File: src/include/hbsg_pkg.sv
// shared types and constants for the half-bridge static gate sequencer
package hbsg_pkg;

   // ---------------------------------------------------------------
   // drive selection codes
   // ---------------------------------------------------------------
   localparam logic [1:0] SEL_OFF_PASSIVE = 2'h0;
   localparam logic [1:0] SEL_LOW_ON = 2'h1;
   localparam logic [1:0] SEL_HIGH_ON = 2'h2;
   localparam logic [1:0] SEL_OFF_ACTIVE = 2'h3;

   // ---------------------------------------------------------------
   // gate current step numbers and hold levels
   // ---------------------------------------------------------------
   localparam logic [5:0] HOLD_STEP_LOW = 6'h13;  // step 19
   localparam logic [5:0] HOLD_STEP_HIGH = 6'h19; // step 25
   localparam logic [5:0] STEP_ZERO = 6'h00;
   localparam logic [5:0] STEP_MAX = 6'h3f;       // hard-off sink, strongest sink
   localparam int CODE_TO_STEP_SHIFT = 2;         // code n selects step 4n

   // ---------------------------------------------------------------
   // timing
   // ---------------------------------------------------------------
   localparam int CLK_MHZ = 100;
   localparam int CMD_LATENCY_US = 3;
   localparam int CMD_LATENCY_CYC = CMD_LATENCY_US * CLK_MHZ; // longest, 300 cycles at 100 MHz
   localparam int TIME_W = 16;

   // ---------------------------------------------------------------
   // gate drive action for one fet
   // ---------------------------------------------------------------
   typedef enum logic [2:0]
   {
      DRV_PASSIVE = 3'h0, // passive discharge, driver idle
      DRV_CHARGE = 3'h1,  // source current into gate
      DRV_SINK = 3'h2,    // sink current from gate
      DRV_HARDOFF = 3'h3  // clamp with hard-off sink current
   } hbsg_drv_type;

   typedef struct packed
   {
      hbsg_drv_type action;
      logic [5:0] step; // current step number
   } hbsg_gate_type;

   typedef struct packed
   {
      hbsg_gate_type highSide;
      hbsg_gate_type lowSide;
      logic pwmMode;
   } hbsg_bridge_out_type;

   typedef struct packed
   {
      logic [TIME_W-1:0] guardCyc;
      logic [TIME_W-1:0] blankCyc;
      logic [TIME_W-1:0] filterCyc;
   } hbsg_timing_type;

endpackage

File: src/logic/hbsg_sequencer.sv
// static gate sequencer for two half-bridges
`timescale 1ns/10ps
`default_nettype none

module hbsg_sequencer #(
   parameter int NUM_BRIDGES = 2
) (
   // clock and reset
   input wire logic core_clk,
   input wire logic rst_b,
   input wire logic clkEn,
   // command strobe pin
   input wire logic chipSelectPin,
   // configuration
   input wire logic charge_pump_enable,
   input wire logic hold_current_select,
   input wire logic [1:0] bridge_drive_select [NUM_BRIDGES],
   input wire logic [NUM_BRIDGES-1:0] bridge_pwm_select,
   input wire logic [3:0] static_gate_current_code [NUM_BRIDGES],
   input wire hbsg_pkg::hbsg_timing_type timing [NUM_BRIDGES],
   // pwm pins
   input wire logic [NUM_BRIDGES-1:0] pwmPin,
   // gate drive outputs
   output var hbsg_pkg::hbsg_bridge_out_type bridgeOut [NUM_BRIDGES],
   output logic [NUM_BRIDGES-1:0] sequenceBusy
);

   // ---------------------------------------------------------------
   // chip-select synchroniser and edge detect
   // ---------------------------------------------------------------
   logic csMeta_q, csSync_q, csLast_q;
   logic [NUM_BRIDGES-1:0] pwmMeta_q, pwmSync_q;
   logic csMeta_d, csSync_d, csLast_d, csRise;
   logic [NUM_BRIDGES-1:0] pwmMeta_d, pwmSync_d;

   // second stage feeds the edge detector, first stage read by nothing else
   always_comb
   begin
      csMeta_d = chipSelectPin;
      csSync_d = csMeta_q;
      csLast_d = csSync_q;
      pwmMeta_d = pwmPin;
      pwmSync_d = pwmMeta_q;
   end

   assign csRise = csSync_q & ~csLast_q; // 3 cycles latency, well inside 3 us

   always_ff @(posedge core_clk or negedge rst_b)
   begin
      if (!rst_b)
      begin
         csMeta_q <= 1'b1;
         csSync_q <= 1'b1;
         csLast_q <= 1'b1;
         pwmMeta_q <= '0;
         pwmSync_q <= '0;
      end
      else if (clkEn)
      begin
         csMeta_q <= csMeta_d;
         csSync_q <= csSync_d;
         csLast_q <= csLast_d;
         pwmMeta_q <= pwmMeta_d;
         pwmSync_q <= pwmSync_d;
      end
   end

   // ---------------------------------------------------------------
   // per-bridge sequencer
   // ---------------------------------------------------------------
   typedef enum logic [4:0]
   {
      ST_IDLE = 5'h01,  // settled, drive follows latched selection
      ST_GUARD = 5'h02, // cross-conduction guard
      ST_BLANK = 5'h04, // blanking
      ST_FILT = 5'h08,  // drain-source filter
      ST_OFFG = 5'h10   // turn-off discharge
   } hbsg_state_type;

   for (genvar b = 0; b < NUM_BRIDGES; b++)
   begin : g_bridge
      localparam int TIME_W_L = hbsg_pkg::TIME_W;
      hbsg_state_type state_q, state_d;
      logic [1:0] sel_q, sel_d;       // command taken at chip-select rise
      logic [TIME_W_L-1:0] cnt_q, cnt_d;
      hbsg_pkg::hbsg_bridge_out_type out_q, out_d;
      logic busy_q, busy_d;
      logic [5:0] statStep, holdStep;
      logic highTarget;
      logic cmdOn;

      // code n maps to step 4n; hold picks 19 or 25
      assign statStep = {static_gate_current_code[b], 2'b00};
      assign holdStep = hold_current_select ? hbsg_pkg::HOLD_STEP_HIGH
                                            : hbsg_pkg::HOLD_STEP_LOW;
      // next selection, so the first blank cycle already drives the new target
      assign highTarget = (sel_d == hbsg_pkg::SEL_HIGH_ON);
      assign cmdOn = (bridge_drive_select[b] == hbsg_pkg::SEL_LOW_ON) ||
                     (bridge_drive_select[b] == hbsg_pkg::SEL_HIGH_ON);

      // next state: commands taken only on the synchronised chip-select rise
      always_comb
      begin
         state_d = state_q;
         sel_d = sel_q;
         cnt_d = cnt_q;
         if (cnt_q != '0)
            cnt_d = cnt_q - 1'b1;
         if (csRise && (bridge_drive_select[b] != sel_q))
         begin
            sel_d = bridge_drive_select[b];
            if (cmdOn && (sel_q == hbsg_pkg::SEL_OFF_ACTIVE || sel_q == hbsg_pkg::SEL_OFF_PASSIVE))
            begin
               state_d = ST_BLANK; // no guard from off
               cnt_d = timing[b].blankCyc;
            end
            else if (cmdOn)
            begin
               state_d = ST_GUARD; // opposite fet was on
               cnt_d = timing[b].guardCyc;
            end
            else
            begin
               state_d = ST_OFFG;
               cnt_d = timing[b].guardCyc;
            end
         end
         else
         begin
            case (state_q)
               ST_IDLE: state_d = ST_IDLE;
               ST_GUARD:
                  if (cnt_q == '0)
                  begin
                     state_d = ST_BLANK;
                     cnt_d = timing[b].blankCyc;
                  end
               ST_BLANK:
                  if (cnt_q == '0)
                  begin
                     state_d = ST_FILT;
                     cnt_d = timing[b].filterCyc;
                  end
               ST_FILT, ST_OFFG:
                  if (cnt_q == '0)
                     state_d = ST_IDLE;
               default: state_d = ST_IDLE;
            endcase
         end
      end

      // gate drive for the current phase
      always_comb
      begin
         out_d = '0;
         out_d.pwmMode = 1'b0;
         busy_d = (state_d != ST_IDLE);
         if (!charge_pump_enable)
         begin
            out_d.highSide.action = hbsg_pkg::DRV_PASSIVE;
            out_d.lowSide.action = hbsg_pkg::DRV_PASSIVE;
            busy_d = 1'b0;
         end
         else if (bridge_pwm_select[b])
         begin
            // pwm pin drives the selected fet; detailed pwm timing not modelled
            out_d.pwmMode = 1'b1;
            out_d.highSide.action = (sel_q == hbsg_pkg::SEL_HIGH_ON && pwmSync_q[b])
                                    ? hbsg_pkg::DRV_CHARGE : hbsg_pkg::DRV_SINK;
            out_d.lowSide.action = (sel_q == hbsg_pkg::SEL_LOW_ON && pwmSync_q[b])
                                   ? hbsg_pkg::DRV_CHARGE : hbsg_pkg::DRV_SINK;
            out_d.highSide.step = statStep;
            out_d.lowSide.step = statStep;
            busy_d = 1'b0;
         end
         else
         begin
            case (state_d)
               ST_GUARD, ST_OFFG:
               begin
                  out_d.highSide = '{hbsg_pkg::DRV_SINK, statStep};
                  out_d.lowSide = '{hbsg_pkg::DRV_SINK, statStep};
               end
               ST_BLANK, ST_FILT:
               begin
                  // on fet charges, opposite fet clamped hard off
                  out_d.highSide = highTarget ? '{hbsg_pkg::DRV_CHARGE, statStep}
                                             : '{hbsg_pkg::DRV_HARDOFF, hbsg_pkg::STEP_MAX};
                  out_d.lowSide = highTarget ? '{hbsg_pkg::DRV_HARDOFF, hbsg_pkg::STEP_MAX}
                                            : '{hbsg_pkg::DRV_CHARGE, statStep};
               end
               default:
               begin
                  case (sel_d)
                     hbsg_pkg::SEL_LOW_ON:
                     begin
                        out_d.highSide = '{hbsg_pkg::DRV_SINK, holdStep};
                        out_d.lowSide = '{hbsg_pkg::DRV_CHARGE, holdStep};
                     end
                     hbsg_pkg::SEL_HIGH_ON:
                     begin
                        out_d.highSide = '{hbsg_pkg::DRV_CHARGE, holdStep};
                        out_d.lowSide = '{hbsg_pkg::DRV_SINK, holdStep};
                     end
                     hbsg_pkg::SEL_OFF_ACTIVE:
                     begin
                        out_d.highSide = '{hbsg_pkg::DRV_SINK, holdStep};
                        out_d.lowSide = '{hbsg_pkg::DRV_SINK, holdStep};
                     end
                     default:
                     begin
                        out_d.highSide = '{hbsg_pkg::DRV_PASSIVE, hbsg_pkg::STEP_ZERO};
                        out_d.lowSide = '{hbsg_pkg::DRV_PASSIVE, hbsg_pkg::STEP_ZERO};
                     end
                  endcase
               end
            endcase
         end
      end

      always_ff @(posedge core_clk or negedge rst_b)
      begin
         if (!rst_b)
         begin
            state_q <= ST_IDLE;
            sel_q <= hbsg_pkg::SEL_OFF_PASSIVE;
            cnt_q <= '0;
            out_q <= '0;
            busy_q <= 1'b0;
         end
         else if (clkEn)
         begin
            state_q <= state_d;
            sel_q <= sel_d;
            cnt_q <= cnt_d;
            out_q <= out_d;
            busy_q <= busy_d;
         end
      end

      assign bridgeOut[b] = out_q;
      assign sequenceBusy[b] = busy_q;
   end

endmodule // hbsg_sequencer

`default_nettype wire

File: config.mk
export PLATFORM = sky130hd
export DESIGN_NAME = hbsg_sequencer
export DESIGN_NICKNAME = d
export VERILOG_FILES = /design/src/include/hbsg_pkg.sv /design/src/logic/hbsg_sequencer.sv
export SDC_FILE = /design/constraint.sdc
export NUM_CORES = 1
export LEC_CHECK = 0
export BUFFER_PORTS_ARGS = -buffer_cell sky130_fd_sc_hd__buf_2
export CAP_MARGIN = 20
export CORE_AREA = 2 2 107 119
export DETAILED_ROUTE_END_ITERATION = 16
export DIE_AREA = 0 0 109 121
export PLACE_DENSITY = 0.84
export RECOVER_POWER = 50
export SYNTH_ARGS = -nofsm -noshare
export SYNTH_HDL_FRONTEND = slang
export SYNTH_SLANG_ARGS = --single-unit
export TNS_END_PERCENT = 100
File: constraint.sdc
create_clock -name core_clk -period 2.6 [get_ports core_clk]
set_input_delay 0.52 -clock core_clk [delete_from_list [all_inputs] [get_ports core_clk]]
set_output_delay 0.52 -clock core_clk [all_outputs]
set_load 0.02 [all_outputs]
**After elaboration in Yosys (flattened, before gate mapping)**

Index checks and enable logic that the tools add are counted.

- Output and inout port bits: 40
- Input bits: 118
- Bits in registers: 93
- Logic and storage cells: 144

- Bitwise gates (word level): 2
- Eq/ne operators: 36
- Reduce and logical (&&, ||, !) cells: 24
- Add/sub/neg operators: 2
- Mux-type cells: 57

Operators by type and width:

| operator | number |
|---|---|
| 16-bit 2-to-1 mux | 10 |
| 17-bit one-hot mux with 3 select lines | 2 |
| 18-bit one-hot mux with 2 select lines | 2 |
| 16-bit one-hot mux with 2 select lines | 2 |
| 5-bit 2-to-1 mux | 12 |
| 18-bit 2-to-1 mux | 2 |
| 16-bit logical NOT | 2 |
| 8-bit 2-to-1 mux | 4 |
| 16-bit nonzero test | 2 |
| 16-bit by 1-bit subtractor with 16-bit output (second input constant) | 2 |
| 5-bit one-hot mux with 3 select lines | 2 |
| 2-bit == test (second input constant) | 10 |
| 5-bit by 2-bit == test with 1-bit output (second input constant) | 4 |
| 5-bit by 3-bit == test with 1-bit output (second input constant) | 4 |
| 5-bit by 4-bit == test with 1-bit output (second input constant) | 4 |
| 5-bit == test (second input constant) | 4 |
| 7-bit 2-to-1 mux | 2 |
| 2-bit by 1-bit == test with 1-bit output (second input constant) | 6 |
| 2-bit 2-to-1 mux | 6 |
| 3-bit 2-to-1 mux | 4 |
| 6-bit 2-to-1 mux | 2 |
| 2-bit OR reduction | 6 |
| 5-bit by 1-bit inequality test with 1-bit output (second input constant) | 2 |
| 1-bit logical AND | 8 |
| 7 further kinds | 17 |

**Logic depth before layout (Yosys ltp)**

- Word-level depth: 10
- Mapped depth: 10
- Gate-level depth less buffers: 8

**Least setup slack after synthesis**

No wires, ideal clock.

- Kind: register -> register
- Start point: register g_bridge[1].cnt_q[0]
- End point: register g_bridge[1].cnt_q[13]
- Setup time: 0.123 ns
- Path buffers: 2
- Data arrival time: 2.069 ns
- Required time: 2.477 ns
- Setup slack: 0.408 ns
- Stages on the path, launching flop included: 11
- Period minus slack after synthesis: 2.192 ns
- Cells stage by stage: dfrtp_1 -> inv_1 -> ha_1 -> nor4b_4 -> and2_0 -> buf_4 -> and3_4 -> buf_6 -> a221o_1 -> o21a_1 -> o221a_1

- Word-level cells in the longest chain between the ends: 5
- Elaborated cells on any way between the ends: 8
- Classes of those cells: 1 x add/sub; 5 x mux; 2 x reduce/logical

RTL lines:

| element | RTL line | RTL |
|---|---|---|
| from (decl) | hbsg_sequencer.sv:85 | `logic [TIME_W_L-1:0] cnt_q, cnt_d;` |
| from (signal assigned) | hbsg_sequencer.sv:235 | `cnt_q <= cnt_d;` |
| 16-bit by 1-bit subtractor with 16-bit output or 16-bit nonzero test (tied branches) | hbsg_sequencer.sv:108, hbsg_sequencer.sv:107 |  |
| 16-bit 2-to-1 mux | hbsg_sequencer.sv:107 | `if (cnt_q != '0)` |
| 16-bit 2-to-1 mux (on tied branches) | hbsg_sequencer.sv:139, hbsg_sequencer.sv:133 |  |
| 16-bit one-hot mux with 2 select lines * | hbsg_sequencer.sv:130 | `case (state_q)` |
| 16-bit 2-to-1 mux * | hbsg_sequencer.sv:109 | `if (csRise && (bridge_drive_select[b] != sel_q))` |

Every way passes the cells marked *; elsewhere a longest branch is shown, timed or not.
A chain may end at the register's enable or synchronous reset.

**Worst setup path after layout**

- Start point: register g_bridge[0].cnt_q[0]
- End point: register g_bridge[0].cnt_q[5]

- Word-level cells in the longest chain between the ends: 5
- Elaborated cells on any way between the ends: 8
- Classes of those cells: 1 x add/sub; 5 x mux; 2 x reduce/logical

RTL lines:

| element | RTL line |
|---|---|
| from (decl) | hbsg_sequencer.sv:85 |
| from (signal assigned) | hbsg_sequencer.sv:235 |
| 16-bit by 1-bit subtractor with 16-bit output or 16-bit nonzero test (tied branches) | hbsg_sequencer.sv:108, hbsg_sequencer.sv:107 |
| 16-bit 2-to-1 mux | hbsg_sequencer.sv:107 |
| 16-bit 2-to-1 mux (on tied branches) | hbsg_sequencer.sv:139, hbsg_sequencer.sv:133 |
| 16-bit one-hot mux with 2 select lines * | hbsg_sequencer.sv:130 |
| 16-bit 2-to-1 mux * | hbsg_sequencer.sv:109 |

Marked as above.

==> flow_summary.yaml <==
final_layout:
  fin_nets: 1052
  fin_cells: 1087
  area_delta_synth_final_pct: 19.6
  design_area_mm2: 0.00772
  drive_gt1_frac: 0.267
  n_fill_cell: 1047
  n_antenna_cell: 0
clock_network:
  cts_setup_buffers: 0
  clockBufferDepth: 2
  path_clk_slew_ns: 0.07
  htree_levels: 3
  clk_latency_ns: 0.36
  root_buffer: "clkbuf_16"
  cts_tree: "built"
  cts_inserted_buffers: 9
  clkSinkCount: 89
global_routing:
  grt_max_degree: 48
  grtUsageTotal: 0.301
  gr-total-overflow: 0
  grt_pass1_wl_um: 31500
  antenna_found_initial: 0
  grt_pass1_vias: 6592
synthesis:
  synth_edf_count: 0
  yosys_warnings: 0
  yosysTopAreaCell: "dfrtp_1"
  synth-main-ff-cell: "dfrtp_1"
  synthCells: 781
  synth-seq-cells: 89
  syn_avg_cell_area_um2: 8.26
  syn_area_mm2: 0.00645
  synth_top_area_frac: 0.326
  synth.distinct_cells: 91
  async_flop_share: 1.00
  seq_area_frac_synth: 0.346
  yosys-top-cells-area: "dfrtp_1 33%, nand2_1 6.3%, o21ai_0 3.8%"
drt:
  wl_per_cell_um: 17.9
  via_per_inst: 6.35
  ant_nets: 0
  finalWirelength_um: 19500
  drc: 0
  firstDrtPassIters: 7
  num_vias: 6901
  drtIter0Drc: 737
sta:
  tightest_slew_ns: 2.18
  setup_violations: 0
  drv_slew: 38
  hold_violations: 0
  fin_crit_ns: 2.40
  post-route-period-util: 0.923
  slew_headroom: -0.456
  setup_tns_ns: 0
  max_clock_freq_mhz: 417
  rsz0062_at_grt: "no"
  finalWorstSetupSlack_ns: 0.200
  fin_skew_ns: 0.0126
floorplanning:
  die_w_um: 109
  rows: 42
  design.die.area_mm2: 0.0132
  core_area_mm2: 0.0119
  start_util: 0.541
  die_height_um: 121
  ios: 158
place:
  io_buffers: 153
  gp_congestion: 0.969
  dp_slack_ns: 0.214
  dpl-instance-area_mm2: 0.00743
  dpl.hpwl_um: 14500
  dp_cells: 1071
flow_run:
  cap_viol_max_count: 1
hold_path:
  hold_class: "in -> reg"
status:
  status: "finished with violations"
  violations: "capacitance limit, slew limit"
critical_path:
  cp.required_ns: 2.85
  worstSetupPathType: "reg -> reg"
  crit_arrival_ns: 2.65
  worst_setup_path_end_kind: "flip-flop"
  worstPathMaxFanout: 8
  cp-start-kind: "flip-flop"
pwr:
  powerDensity_mw_per_mm2: 839
  p_leak_nw: 3.49
  ir_drop_uv: 413
  power_mw: 6.48
==> area by class of cell <==
| type | instances | area, um2 | area share |
|---|---|---|---|
| flip-flops and latches | 89 | 2230 | 0.289 |
| inverters | 30 | 113 | 0.0146 |
| multi-input cells | 606 | 3820 | 0.495 |
| well taps | 154 | 193 | 0.0250 |
| clock inverters | 7 | 85.1 | 0.0110 |
| repair buffers | 192 | 1050 | 0.136 |
| clock buffers | 9 | 225 | 0.0292 |
==> registers in the layout, summed over array words and instances, names as in the netlist <==
signal / count
g_bridge.busy_q: 2
csMeta_q: 1
pwmSync_q: 2
csLast_d: 1
g_bridge.sel_q: 4
csLast_q: 1
g_bridge.cnt_q: 32
bridgeOut: 34
g_bridge.state_q: 10
pwmMeta_q: 2
==> cells in the final DEF (no fill, tap or decap), types with 8 or more instances in the layout <==
master | Yosys | layout
buf_2 | 20 | 143
nand2_1 | 109 | 109
dfrtp_1 | 84 | 84
nor2_1 | 61 | 61
o21ai_0 | 49 | 47
nand3_1 | 44 | 44
a21oi_1 | 42 | 42
buf_4 | 8 | 35
inv_1 | 28 | 28
a22oi_1 | 17 | 17
and3_1 | 15 | 15
mux2_2 | 14 | 14
nor3_1 | 13 | 13
o31ai_1 | 11 | 11
a31oi_1 | 11 | 11
clkbuf_1 | 25 | 11
xor2_1 | 10 | 10
o21ai_1 | 7 | 9
nor4_1 | 9 | 9
a22o_1 | 9 | 9
mux2i_1 | 9 | 9
clkbuf_16 | 0 | 9
o22ai_1 | 8 | 8
o221ai_1 | 8 | 8
==> kinds of logic after synthesis <==
family,share of synthesized area
mux,0.0384
compound gates,0.283
fa+ha+maj,0.0116
simple gates,0.239
xor+xnor,0.0176
flops,0.346
other cells,0.000581
buf+inv,0.0638
==> metrics by stage <==
| stage | utilization | hold WS [ns] |
|---|---|---|
| after floorplan | - | 0.224 |
| after global placement | 0.623 | 0.472 |
| after detailed placement | 0.623 | 0.473 |
| after CTS | 0.649 | 0.154 |
| after global routing | 0.647 | 0.394 |
| final | 0.647 | 0.395 |
==> final timing paths <==
kind	slack, ns	startpoint	endpoint	depth (start not counted)
max	0.20	g_bridge[0].cnt_q[0]$_DFFE_PN0P_	g_bridge[0].cnt_q[5]$_DFFE_PN0P_	9
min reg2reg	0.49	bridgeOut[1]$_DFFE_PN0P_	bridgeOut[1]$_DFFE_PN0P_	1
min	0.40	chipSelectPin	csMeta_q$_DFFE_PN1P_	2
max in group asynchronous	0.40	rst_b	pwmSync_q[0]$_DFFE_PN0P_	2
max reg2reg	0.20	g_bridge[0].cnt_q[0]$_DFFE_PN0P_	g_bridge[0].cnt_q[5]$_DFFE_PN0P_	9
min in group asynchronous	0.80	rst_b	g_bridge[0].cnt_q[14]$_DFFE_PN0P_	1
==> worst max-delay path, cell delays in order, from the launching register on <==
cell and delay, ns:
dfrtp_1 0.41, inv_1 0.09, ha_1 0.19, nor3b_2 0.28
nand4_1 0.18, or2_0 0.42, buf_4 0.26, o21ai_1 0.13
a21oi_1 0.06, o32ai_1 0.26
==> Yosys cell counts (13+ instances only) <==
master and count:
a22oi_1 17, and3_1 15, nor3_1 13, o21ai_0 49
nand3_1 44, buf_2 20, clkbuf_1 25, inv_1 28
nor2_1 61, mux2_2 14, a21oi_1 42, dfrtp_1 84
nand2_1 109
==> per-layer routing <==
metal	part of all wire	track usage	up-vias
met3	0.089	0.0526	52
met1	0.42	0.423	3246
met4	0.027	0.120	0
met2	0.46	0.460	395
li1	-	-	3208
met5	0	0	-
==> power by group <==
part / total [mW] / switching (mW) / internal [mW] / leakage [nW]
logic: 2.78 / 1.65 / 1.13 / 2.25
clock network: 1.38 / 0.618 / 0.766 / 0.146
registers: 2.32 / 0.515 / 1.80 / 1.09
==> repair_timing <==
item                       4_1_cts  5_1_grt
setup endpoints to repair        0        2
gates resized for setup          0        1
hold buffers                     0        0
Power figures use the tool's default switching activity.
